<file path="src/include/rml_pkg.sv">
// Purpose: shared constants and types for the register map lock and checksum
// Assumes: 24-bit map registers, each one 32-bit Avalon word, index * 4 bytes
// Notes: lane 3 of every map word is unused and reads as zero
//
// Notes on behaviour
// - password field at the unlock code makes every writable map register writable
// - while unlocked the checksum interrupt status is held cleared
// - while unlocked no map checksum is computed
// - while locked all writes are ignored except to the lock/checksum, status and mask registers
// - while locked other map registers read back a fixed undefined pattern
// - locked: checksum runs continuously; interrupt only when its enable bit is set
// - password field is bits 23-16, read/write, power-on value is unlock code
// - 16-bit checksum over the writable map, shown in bits 15-0
// - checksum field is read-only, host writes never change it
// - while locked the checksum is refreshed every 16 modulator clock periods
// - checksum field is forced to zero while the unlock code is held
package rml_pkg;

   // lock field coding and layout
   localparam logic [7:0] UNLOCK_CODE = 8'ha5;
   localparam logic [7:0] PWD_RESET = 8'ha5;
   localparam int unsigned PWD_LSB = 16;
   localparam int unsigned PWD_MSB = 23;
   localparam int unsigned CRC_LSB = 0;
   localparam int unsigned CRC_MSB = 15;
   localparam logic [15:0] CRC_RESET = 16'h0000;

   // register indices; byte address is four times the index
   localparam logic [5:0] IDX_LOCK = 6'h1f;
   localparam logic [5:0] IDX_IRQ_STAT = 6'h20;
   localparam logic [5:0] IDX_IRQ_MASK = 6'h21;

   // reset values and read answers
   localparam logic [23:0] CFG_RESET = 24'h000000;
   localparam logic [31:0] UNDEF_READ = 32'h0000_0000;
   localparam logic [31:0] UNMAPPED_READ = 32'h0000_0000;
   localparam logic [0:0] IRQ_RESET = 1'h0;

   // checksum refresh interval in modulator clock periods
   localparam int unsigned CRC_PERIODS = 16;

   // event bit positions in the status and mask words
   localparam int unsigned EV_CRC_CHANGE = 0;

   // checksum walk over the map
   typedef enum logic [1:0] {
      RML_IDLE = 2'b00,
      RML_WALK = 2'b01,
      RML_DONE = 2'b10
   } rml_walk_t;

endpackage : rml_pkg

</file>
<file path="src/rml_top.sv">
// Purpose: register map with password lock and background 16-bit checksum
// Assumes: Avalon-MM slave with waitrequest, single clock CLK_SYS at 100 MHz;
//    the host keeps one access in flight at a time
// Notes: the modulator clock is an internal divide of CLK_SYS;
//    a refresh walk needs the map frozen, which the lock guarantees
//
// Added by the designer: register access over Avalon-MM.
`timescale 1ns/100ps

module rml_top #(
   parameter int unsigned N_REGS = 16,
   parameter int unsigned DIGITAL_MODULATOR_CLOCK_DIV = 4,
   parameter logic [15:0] CRC_POLY = 16'h1021,
   parameter logic [15:0] CRC_INIT = 16'hffff,
   parameter bit MSB_FIRST = 1'b1
) (
   input wire logic CLK_SYS,
   input wire logic RESET,
   input wire logic [7:0] AVS_ADDRESS,
   input wire logic AVS_READ,
   input wire logic AVS_WRITE,
   input wire logic [31:0] AVS_WRITEDATA,
   input wire logic [3:0] AVS_BYTEENABLE,
   output logic [31:0] AVS_READDATA,
   output logic AVS_WAITREQUEST,
   output logic IRQ,
   output logic MAP_LOCKED,
   output logic [N_REGS*24-1:0] CFG_FLAT
);

   localparam int unsigned IDX_W = $clog2(N_REGS);
   localparam int unsigned DIV_W = (DIGITAL_MODULATOR_CLOCK_DIV > 1) ? $clog2(DIGITAL_MODULATOR_CLOCK_DIV) : 1;
   localparam logic [DIV_W-1:0] DIV_LAST = DIV_W'(DIGITAL_MODULATOR_CLOCK_DIV - 1);
   localparam logic [3:0] PER_LAST = 4'(rml_pkg::CRC_PERIODS - 1);
   localparam logic [IDX_W-1:0] IDX_LAST = IDX_W'(N_REGS - 1);
   localparam logic [5:0] N_REGS_6 = 6'(N_REGS);

   // the walk must end well before the next refresh tick
   if (N_REGS + 2 > rml_pkg::CRC_PERIODS * DIGITAL_MODULATOR_CLOCK_DIV) begin : g_chk_walk
      $error("checksum walk longer than the refresh interval");
   end
   // parameter ranges the index and divider logic can serve
   if (N_REGS < 2 || N_REGS > 31) begin : g_chk_regs
      $error("N_REGS must lie between 2 and 31");
   end
   if (DIGITAL_MODULATOR_CLOCK_DIV < 1) begin : g_chk_div
      $error("DIGITAL_MODULATOR_CLOCK_DIV must be at least 1");
   end
   // a generator without its constant term is not a usable polynomial
   if (CRC_POLY[0] != 1'b1) begin : g_chk_poly
      $error("CRC_POLY must have its lowest bit set");
   end

   // one 24-bit word folded into the running checksum, bit-serial loop
   function automatic logic [15:0] crc_word(
      input logic [15:0] crc_in,
      input logic [23:0] data
   );
      logic [15:0] c;
      logic b;
      c = crc_in;
      for (int i = 0; i < 24; i++) begin
         b = MSB_FIRST ? data[23-i] : data[i];
         if (c[15] ^ b) begin
            c = {c[14:0], 1'b0} ^ CRC_POLY;
         end else begin
            c = {c[14:0], 1'b0};
         end
      end
      return c;
   endfunction : crc_word

   // state
   logic [23:0] cfg_ff [N_REGS];
   logic [7:0] pwd_ff;
   logic [15:0] crc_ff;
   logic crc_valid_ff;
   logic [15:0] acc_ff;
   logic [IDX_W-1:0] widx_ff;
   rml_pkg::rml_walk_t walk_ff;
   logic [DIV_W-1:0] div_ff;
   logic [3:0] per_ff;
   logic stat_ff;
   logic mask_ff;
   logic irq_ff;
   logic wait_ff;
   logic [31:0] rdata_ff;
   logic locked_ff;

   // next values
   logic [7:0] nxt_pwd;
   logic [15:0] nxt_crc;
   logic nxt_crc_valid;
   logic [15:0] nxt_acc;
   logic [IDX_W-1:0] nxt_widx;
   rml_pkg::rml_walk_t nxt_walk;
   logic [DIV_W-1:0] nxt_div;
   logic [3:0] nxt_per;
   logic nxt_stat;
   logic nxt_mask;
   logic nxt_irq;
   logic nxt_wait;
   logic [31:0] nxt_rdata;
   logic nxt_locked;

   // bus decode
   wire [5:0] acc_idx = AVS_ADDRESS[7:2];
   wire acc_req = AVS_READ | AVS_WRITE;
   wire take_rd = AVS_READ & wait_ff;
   wire commit_wr = AVS_WRITE & ~wait_ff;
   wire hit_lock = (acc_idx == rml_pkg::IDX_LOCK);
   wire hit_stat = (acc_idx == rml_pkg::IDX_IRQ_STAT);
   wire hit_mask = (acc_idx == rml_pkg::IDX_IRQ_MASK);
   wire hit_cfg = (acc_idx < N_REGS_6);
   wire [IDX_W-1:0] cfg_sel = acc_idx[IDX_W-1:0];
   wire [23:0] lane_mask = {{8{AVS_BYTEENABLE[2]}},
                            {8{AVS_BYTEENABLE[1]}},
                            {8{AVS_BYTEENABLE[0]}}};

   // lock state is decoded straight from the password field
   wire unlocked = (pwd_ff == rml_pkg::UNLOCK_CODE);
   wire cfg_wr = commit_wr & hit_cfg & unlocked;
   wire lock_wr = commit_wr & hit_lock & AVS_BYTEENABLE[2];
   wire stat_wr = commit_wr & hit_stat & AVS_BYTEENABLE[0];
   wire mask_wr = commit_wr & hit_mask & AVS_BYTEENABLE[0];

   // map registers: one write port per entry, gated by lock and lanes
   generate
      for (genvar g = 0; g < N_REGS; g++) begin : g_cfg
         wire sel = cfg_wr & (cfg_sel == IDX_W'(g));
         wire [23:0] nxt_cfg = sel ?
            ((cfg_ff[g] & ~lane_mask) | (AVS_WRITEDATA[23:0] & lane_mask)) :
            cfg_ff[g];
         always_ff @(posedge CLK_SYS or posedge RESET) begin
            if (RESET) begin
               cfg_ff[g] <= rml_pkg::CFG_RESET;
            end else begin
               cfg_ff[g] <= nxt_cfg;
            end
         end
         assign CFG_FLAT[g*24 +: 24] = cfg_ff[g];
      end
   endgenerate

   // password field; checksum lanes of the same word are never written
   assign nxt_pwd = lock_wr ? AVS_WRITEDATA[rml_pkg::PWD_MSB:rml_pkg::PWD_LSB]
                            : pwd_ff;

   // lock state as of the next edge; clears land together with the unlock
   wire unlock_next = (nxt_pwd == rml_pkg::UNLOCK_CODE);

   // read answers; locked map words show a fixed pattern, not their value
   wire [31:0] rd_lock = {8'h00, pwd_ff, crc_ff};
   wire [31:0] rd_cfg = unlocked ? {8'h00, cfg_ff[cfg_sel]}
                                 : rml_pkg::UNDEF_READ;
   wire [31:0] rd_stat = {31'h0000_0000, stat_ff};
   wire [31:0] rd_mask = {31'h0000_0000, mask_ff};

   // lock word decoded first so no map index can shadow it
   logic [31:0] rd_sel;
   always_comb begin
      if (hit_lock) begin
         rd_sel = rd_lock;
      end else if (hit_cfg) begin
         rd_sel = rd_cfg;
      end else if (hit_stat) begin
         rd_sel = rd_stat;
      end else if (hit_mask) begin
         rd_sel = rd_mask;
      end else begin
         rd_sel = rml_pkg::UNMAPPED_READ;
      end
   end
   assign nxt_rdata = take_rd ? rd_sel : rdata_ff;

   // one wait cycle per access: low for exactly one edge, then high again
   assign nxt_wait = ~(acc_req & wait_ff);

   // modulator clock divider and 16-period refresh tick, idle when unlocked
   wire dm_tick = (div_ff == DIV_LAST);
   wire upd_tick = dm_tick & (per_ff == PER_LAST) & ~unlocked;
   assign nxt_div = (unlocked | dm_tick) ? '0 : div_ff + 1'b1;
   assign nxt_per = unlocked ? 4'h0 :
                    dm_tick ? per_ff + 4'h1 :
                    per_ff;

   // checksum walk over the map words, one word per clock
   wire [15:0] acc_fold = crc_word(acc_ff, cfg_ff[widx_ff]);
   always_comb begin
      nxt_walk = walk_ff;
      nxt_widx = widx_ff;
      nxt_acc = acc_ff;
      case (walk_ff)
         rml_pkg::RML_IDLE: begin
            if (upd_tick) begin
               nxt_walk = rml_pkg::RML_WALK;
               nxt_widx = '0;
               nxt_acc = CRC_INIT;
            end
         end
         rml_pkg::RML_WALK: begin
            nxt_acc = acc_fold;
            nxt_widx = widx_ff + 1'b1;
            if (widx_ff == IDX_LAST) begin
               nxt_walk = rml_pkg::RML_DONE;
               nxt_widx = '0;
            end
         end
         rml_pkg::RML_DONE: begin
            nxt_walk = rml_pkg::RML_IDLE;
         end
         default: begin
            nxt_walk = rml_pkg::RML_IDLE;
         end
      endcase
      // an unlock abandons any walk in progress
      if (unlock_next) begin
         nxt_walk = rml_pkg::RML_IDLE;
         nxt_widx = '0;
         nxt_acc = CRC_INIT;
      end
   end

   // published checksum; a change against the last result is the event
   wire publish = (walk_ff == rml_pkg::RML_DONE) & ~unlocked;
   wire crc_change = publish & crc_valid_ff & (acc_ff != crc_ff);
   assign nxt_crc = unlock_next ? rml_pkg::CRC_RESET :
                    publish ? acc_ff :
                    crc_ff;
   assign nxt_crc_valid = unlock_next ? 1'b0 :
                          publish ? 1'b1 :
                          crc_valid_ff;

   // sticky status: set beats a same-cycle clear, unlock forces it clear
   wire stat_clr = stat_wr & AVS_WRITEDATA[rml_pkg::EV_CRC_CHANGE];
   assign nxt_stat = unlock_next ? 1'b0 :
                     crc_change ? 1'b1 :
                     stat_clr ? 1'b0 :
                     stat_ff;
   assign nxt_mask = mask_wr ? AVS_WRITEDATA[rml_pkg::EV_CRC_CHANGE]
                             : mask_ff;
   // the mask bit doubles as the checksum interrupt enable
   assign nxt_irq = nxt_stat & nxt_mask & ~unlock_next;
   assign nxt_locked = ~unlock_next;

   // bus handshake: waitrequest low for one cycle per access
   always_ff @(posedge CLK_SYS or posedge RESET) begin
      if (RESET) begin
         wait_ff <= 1'b1;
      end else begin
         wait_ff <= nxt_wait;
      end
   end

   // read data, loaded at the taking edge and held until the next read
   always_ff @(posedge CLK_SYS or posedge RESET) begin
      if (RESET) begin
         rdata_ff <= 32'h0000_0000;
      end else begin
         rdata_ff <= nxt_rdata;
      end
   end

   // password and its decoded lock flag move on the same edge
   always_ff @(posedge CLK_SYS or posedge RESET) begin
      if (RESET) begin
         pwd_ff <= rml_pkg::PWD_RESET;
         locked_ff <= 1'b0;
      end else begin
         pwd_ff <= nxt_pwd;
         locked_ff <= nxt_locked;
      end
   end

   // published checksum and whether a first result exists yet
   always_ff @(posedge CLK_SYS or posedge RESET) begin
      if (RESET) begin
         crc_ff <= rml_pkg::CRC_RESET;
         crc_valid_ff <= 1'b0;
      end else begin
         crc_ff <= nxt_crc;
         crc_valid_ff <= nxt_crc_valid;
      end
   end

   // walk engine
   always_ff @(posedge CLK_SYS or posedge RESET) begin
      if (RESET) begin
         walk_ff <= rml_pkg::RML_IDLE;
         widx_ff <= '0;
         acc_ff <= 16'h0000;
      end else begin
         walk_ff <= nxt_walk;
         widx_ff <= nxt_widx;
         acc_ff <= nxt_acc;
      end
   end

   // modulator divider and period count
   always_ff @(posedge CLK_SYS or posedge RESET) begin
      if (RESET) begin
         div_ff <= '0;
         per_ff <= 4'h0;
      end else begin
         div_ff <= nxt_div;
         per_ff <= nxt_per;
      end
   end

   // sticky event status
   always_ff @(posedge CLK_SYS or posedge RESET) begin
      if (RESET) begin
         stat_ff <= 1'b0;
      end else begin
         stat_ff <= nxt_stat;
      end
   end

   // event mask, writable while locked so the alarm can be armed
   always_ff @(posedge CLK_SYS or posedge RESET) begin
      if (RESET) begin
         mask_ff <= 1'b0;
      end else begin
         mask_ff <= nxt_mask;
      end
   end

   // interrupt level, registered so the pin never glitches
   always_ff @(posedge CLK_SYS or posedge RESET) begin
      if (RESET) begin
         irq_ff <= rml_pkg::IRQ_RESET;
      end else begin
         irq_ff <= nxt_irq;
      end
   end

   // outputs straight from flip-flops
   assign AVS_READDATA = rdata_ff;
   assign AVS_WAITREQUEST = wait_ff;
   assign IRQ = irq_ff;
   assign MAP_LOCKED = locked_ff;

endmodule : rml_top

</file>
<file path="config.mk">
export PLATFORM = sky130hd
export DESIGN_NAME = rml_top
export DESIGN_NICKNAME = d
export VERILOG_FILES = /design/src/include/rml_pkg.sv /design/src/rml_top.sv
export SDC_FILE = /design/constraint.sdc
export NUM_CORES = 1
export LEC_CHECK = 0
export BUFFER_PORTS_ARGS = -buffer_cell sky130_fd_sc_hd__buf_2
export CORE_ASPECT_RATIO = 1.4
export CORE_MARGIN = 3
export CORE_UTILIZATION = 50
export DETAILED_ROUTE_END_ITERATION = 16
export PLACE_DENSITY = 0.8
export SETUP_SLACK_MARGIN = 0.5
export SKIP_CTS_REPAIR_TIMING = 1
export SLEW_MARGIN = 0
export SYNTH_ARGS = -nofsm -noshare
export SYNTH_HDL_FRONTEND = slang
export SYNTH_SLANG_ARGS = --single-unit
</file>
<file path="constraint.sdc">
create_clock -name CLK_SYS -period 30.2 [get_ports CLK_SYS]
set_input_delay 4.53 -clock CLK_SYS [delete_from_list [all_inputs] [get_ports CLK_SYS]]
set_output_delay 4.53 -clock CLK_SYS [all_outputs]
set_load 0.05 [all_outputs]
</file>
==> summary.md <==
| Metric | Value |
|---|---|
| Worst-path maximum fanout | `35` |
| Die area | `between 0.05 and 0.06 mm²` |
| Final ANT Viol Nets | `0` |
| Most frequent cells in the layout | `dfrtp_1, buf_2, mux2_2` |
| Synth Area in XOR/XNOR | `4.14%` |
| Fin Setup TNS | `0 ns` |
| Adder and majority gate portion of the synthesized area | `0.151%` |
| Lkg Pwr | `between 10 and 15 nW` |
| I/O pin total | `467` |
| Vias | `17900` |
| Synthesized area | `0.0248 mm²` |
| Worst setup EP type | `flip-flop` |
| Final worst-path cycle share | `a little over a quarter` |
| GRT Total Usage | `approximately 31%` |
| CTS tree | `done` |
| Max incr delay on CP | `1.07 ns` |
| TritonCTS buffer count | `47` |
| Initial antenna violation count | `1` |
| Core area | `0.0485 mm²` |
| Type of the worst setup path | `input port to flip-flop` |
| Initial DRT Pass Iterations | `7` |
| Clk slew on worst S/H paths | `0.07 ns` |
| CP max stage cell | `nor3b_2` |
| Setup violations, final | `0` |
| Mapped Avg Cell Area | `15.0 µm²` |
| Pwr dens | `75.2 mW/mm²` |
| Worst path arrival time | `~8.5 ns` |
| Slew margin rel. | `10.1%` |
| Initial Utilization | `about 51%` |
| Die height | `269 µm` |
| Vias in the first global route | `roughly 18000` |
| Synth Area in Compound Gates | `roughly 2.6%` |
| EDFF count, synth | `0` |
| Crit path required time | `30.71 ns` |
| CTS Sinks | `466` |
| Drt drc | `0` |
| FMAX | `126 MHz` |
| Clock latency on the worst-skew pair | `0.60 ns` |
| Number of synthesized register bits | `around 470` |
| Max-Cap Viols | `0` |
| Worst Setup Start Kind | `input port` |
| Mux share of post-synthesis cell area | `39.5%` |
| Largest family of logic cells by synthesized area | `multiplexers` |
| Max clock buf depth | `3` |
| Hold crit path type | `flip-flop to flip-flop` |
| YS warnings | `0` |
| Worst VDD drop | `0.131 mV` |
| NumNets Final | `2125` |
| Area Growth Syn to Fin | `17.5%` |
| Starting DRT DRC Count | `1676` |
| Synth Area in Simple Gates | `under 10%` |
| PortBufs | `447` |
| Post-synth ARST share | `100%` |
| R2R setup slack | `25.22 ns` |
| Global-route wire length before repair | `124000 µm` |
| Slew at the pin closest to its max-slew limit | `1.34 ns` |
| Final wirelength | `82800 µm` |
| Share of layout cells above drive strength 1 | `57.0%` |
| Clk_skew | `0.0196 ns` |
| Placer congestion estimate | `0.947` |
| Minimum clock period | `7.94 ns` |
| Vias per inst | `6.51` |
| Final Slew Violations | `0` |
| Unrepaired setup endpoints after global routing | `no` |
| DR WL/cell | `30.2 µm` |
| Final Power | `~2.2 mW` |
| GR Overflow Total | `0` |
| Die Wd | `194 µm` |
| Hold Vio Cnt, Final | `0` |
| Crit-path cells | `buf_2 -> buf_4 -> nand4_1 -> nor3b_2 -> and4b_1 -> mux2_2 -> nand2_1 -> nor3_2 -> buf_4 -> nor3b_2 -> nand2_1 -> mux2i_1` |
| # rows | `95` |
| Status | `finished clean` |
| Syn Inst Count | `1654` |
| Largest net degree at the start of global routing | `162` |
| DP Wirelength | `56600 µm` |
| Distinct cells, synth | `57` |
| Filler cells | `3743` |
| Leading cell type in the layout, fill and taps excluded | `dfrtp_1` |
| Sequential cell area fraction in the yosys report | `47.1%` |
| H-tree depth | `2` |
| Synth Flop Type | `dfrtp_1` |
| Root Driver | `clkbuf_16` |
-- layer usage --
metal	wire length (µm)	vias to the layer above	track usage, %
met3	7320	273	7.18
met4	5650	0	17.8
met5	0	-	0
met1	29700	9344	39.1
li1	-	7158	-
met2	40100	1093	50.4
-- stage by stage --
| stage | util (%) | instance area (µm²) | hold slack (ns) | std cells | setup slack (ns) |
|---|---|---|---|---|---|
| final | 60.0 | 29100 | 0.447 | 2744 | 22.26 |
| after global routing | 60.0 | 29100 | 0.465 | 2742 | 22.20 |
| after CTS | 60.0 | 29100 | 0.450 | 2742 | 22.46 |
| after detailed placement | 56.8 | 27600 | 0.441 | 2655 | 21.86 |
| after global placement | 56.8 | 27600 | 0.427 | 2655 | 21.95 |
| after floorplan | - | 24800 | 0.415 | 1661 | 12.68 |
-- path summary, 6_finish.rpt --
kind,depth (start not counted),start,end
worst min register to register,1,div_ff[0]$_DFF_PP0_,div_ff[0]$_DFF_PP0_
max in group asynchronous,3,RESET,asynchronous set/reset pin
worst max register to register,11,widx_ff[0]$_DFFE_PP0P_,acc_ff[12]$_DFFE_PP0P_
min in group asynchronous,2,RESET,AVS_READDATA[20]$_DFFE_PP0P_
worst min-delay path,1,div_ff[0]$_DFF_PP0_,div_ff[0]$_DFF_PP0_
worst max-delay path,12,AVS_ADDRESS[5],widx_ff[0]$_DFFE_PP0P_
-- critical path: cells and delay by family --
kind | cells | cell delay (ns)
buf+inv | 3 | 0.92
simple gates | 7 | 2.32
mux | 2 | 0.59
-- layout make-up --
| class | instances | area (µm²) | share of cell area (%) |
|---|---|---|---|
| Sequential cell | 466 | 11700 | 40.1 |
| Tap cell | 630 | 788 | 2.71 |
| Timing Repair Buffer | 485 | 2540 | 8.73 |
| Clock inverter | 18 | 219 | 0.752 |
| Inverter | 6 | 30.0 | 0.103 |
| Clock buffer | 69 | 1330 | 4.56 |
| Antenna cell | 2 | 5.00 | 0.0172 |
| Multi-Input combinational cell | 1068 | 12500 | 43.0 |
-- logic make-up (layout without fill, tap and decap cells) --
kind of cell             after synthesis  after routing
AND/OR/NAND/NOR                      213            213
AO/OA/AOI/OAI                        105            105
flip-flops                           466            466
multiplexers                         647            647
other                                  1             10
adder cells (fa/ha/maj)                3              3
XOR/XNOR                              92             92
buffers and inverters                127            578
-- synthesized netlist by cell type, types with 3 or more instances --
master	count	share of area, %
a22oi_1	23	0.70
nor4_1	5	0.13
buf_4	15	0.45
nand2_1	57	0.86
dfstp_2	5	0.53
clkbuf_1	71	1.1
inv_1	5	0.076
buf_1	11	0.17
nor2b_1	6	0.15
mux4_1	9	0.95
nand4_1	10	0.25
nor2_1	89	1.3
buf_6	6	0.27
xnor2_1	38	1.3
a221oi_1	3	0.11
o21ai_0	6	0.12
mux2i_1	28	1.1
or3b_2	3	0.11
xor2_1	35	1.2
xnor2_4	3	0.33
ha_1	3	0.15
nor3b_1	3	0.091
nor3_1	6	0.12
a211oi_1	3	0.091
xnor2_2	9	0.59
nand3_1	18	0.36
a21oi_1	58	1.2
mux2_2	396	18
xnor3_1	3	0.27
dfrtp_1	461	47
mux4_2	214	19
buf_2	13	0.26
nand3b_1	4	0.12
-- where the power goes --
part / switching [mW] / total (mW) / internal, mW / leakage (nW)
Sequential: 0.0771 / 0.741 / 0.664 / 6.29
Clock: 0.259 / 0.593 / 0.334 / 0.756
Combinational: 0.446 / 0.855 / 0.409 / 7.37
Power figures use the tool's default switching activity.
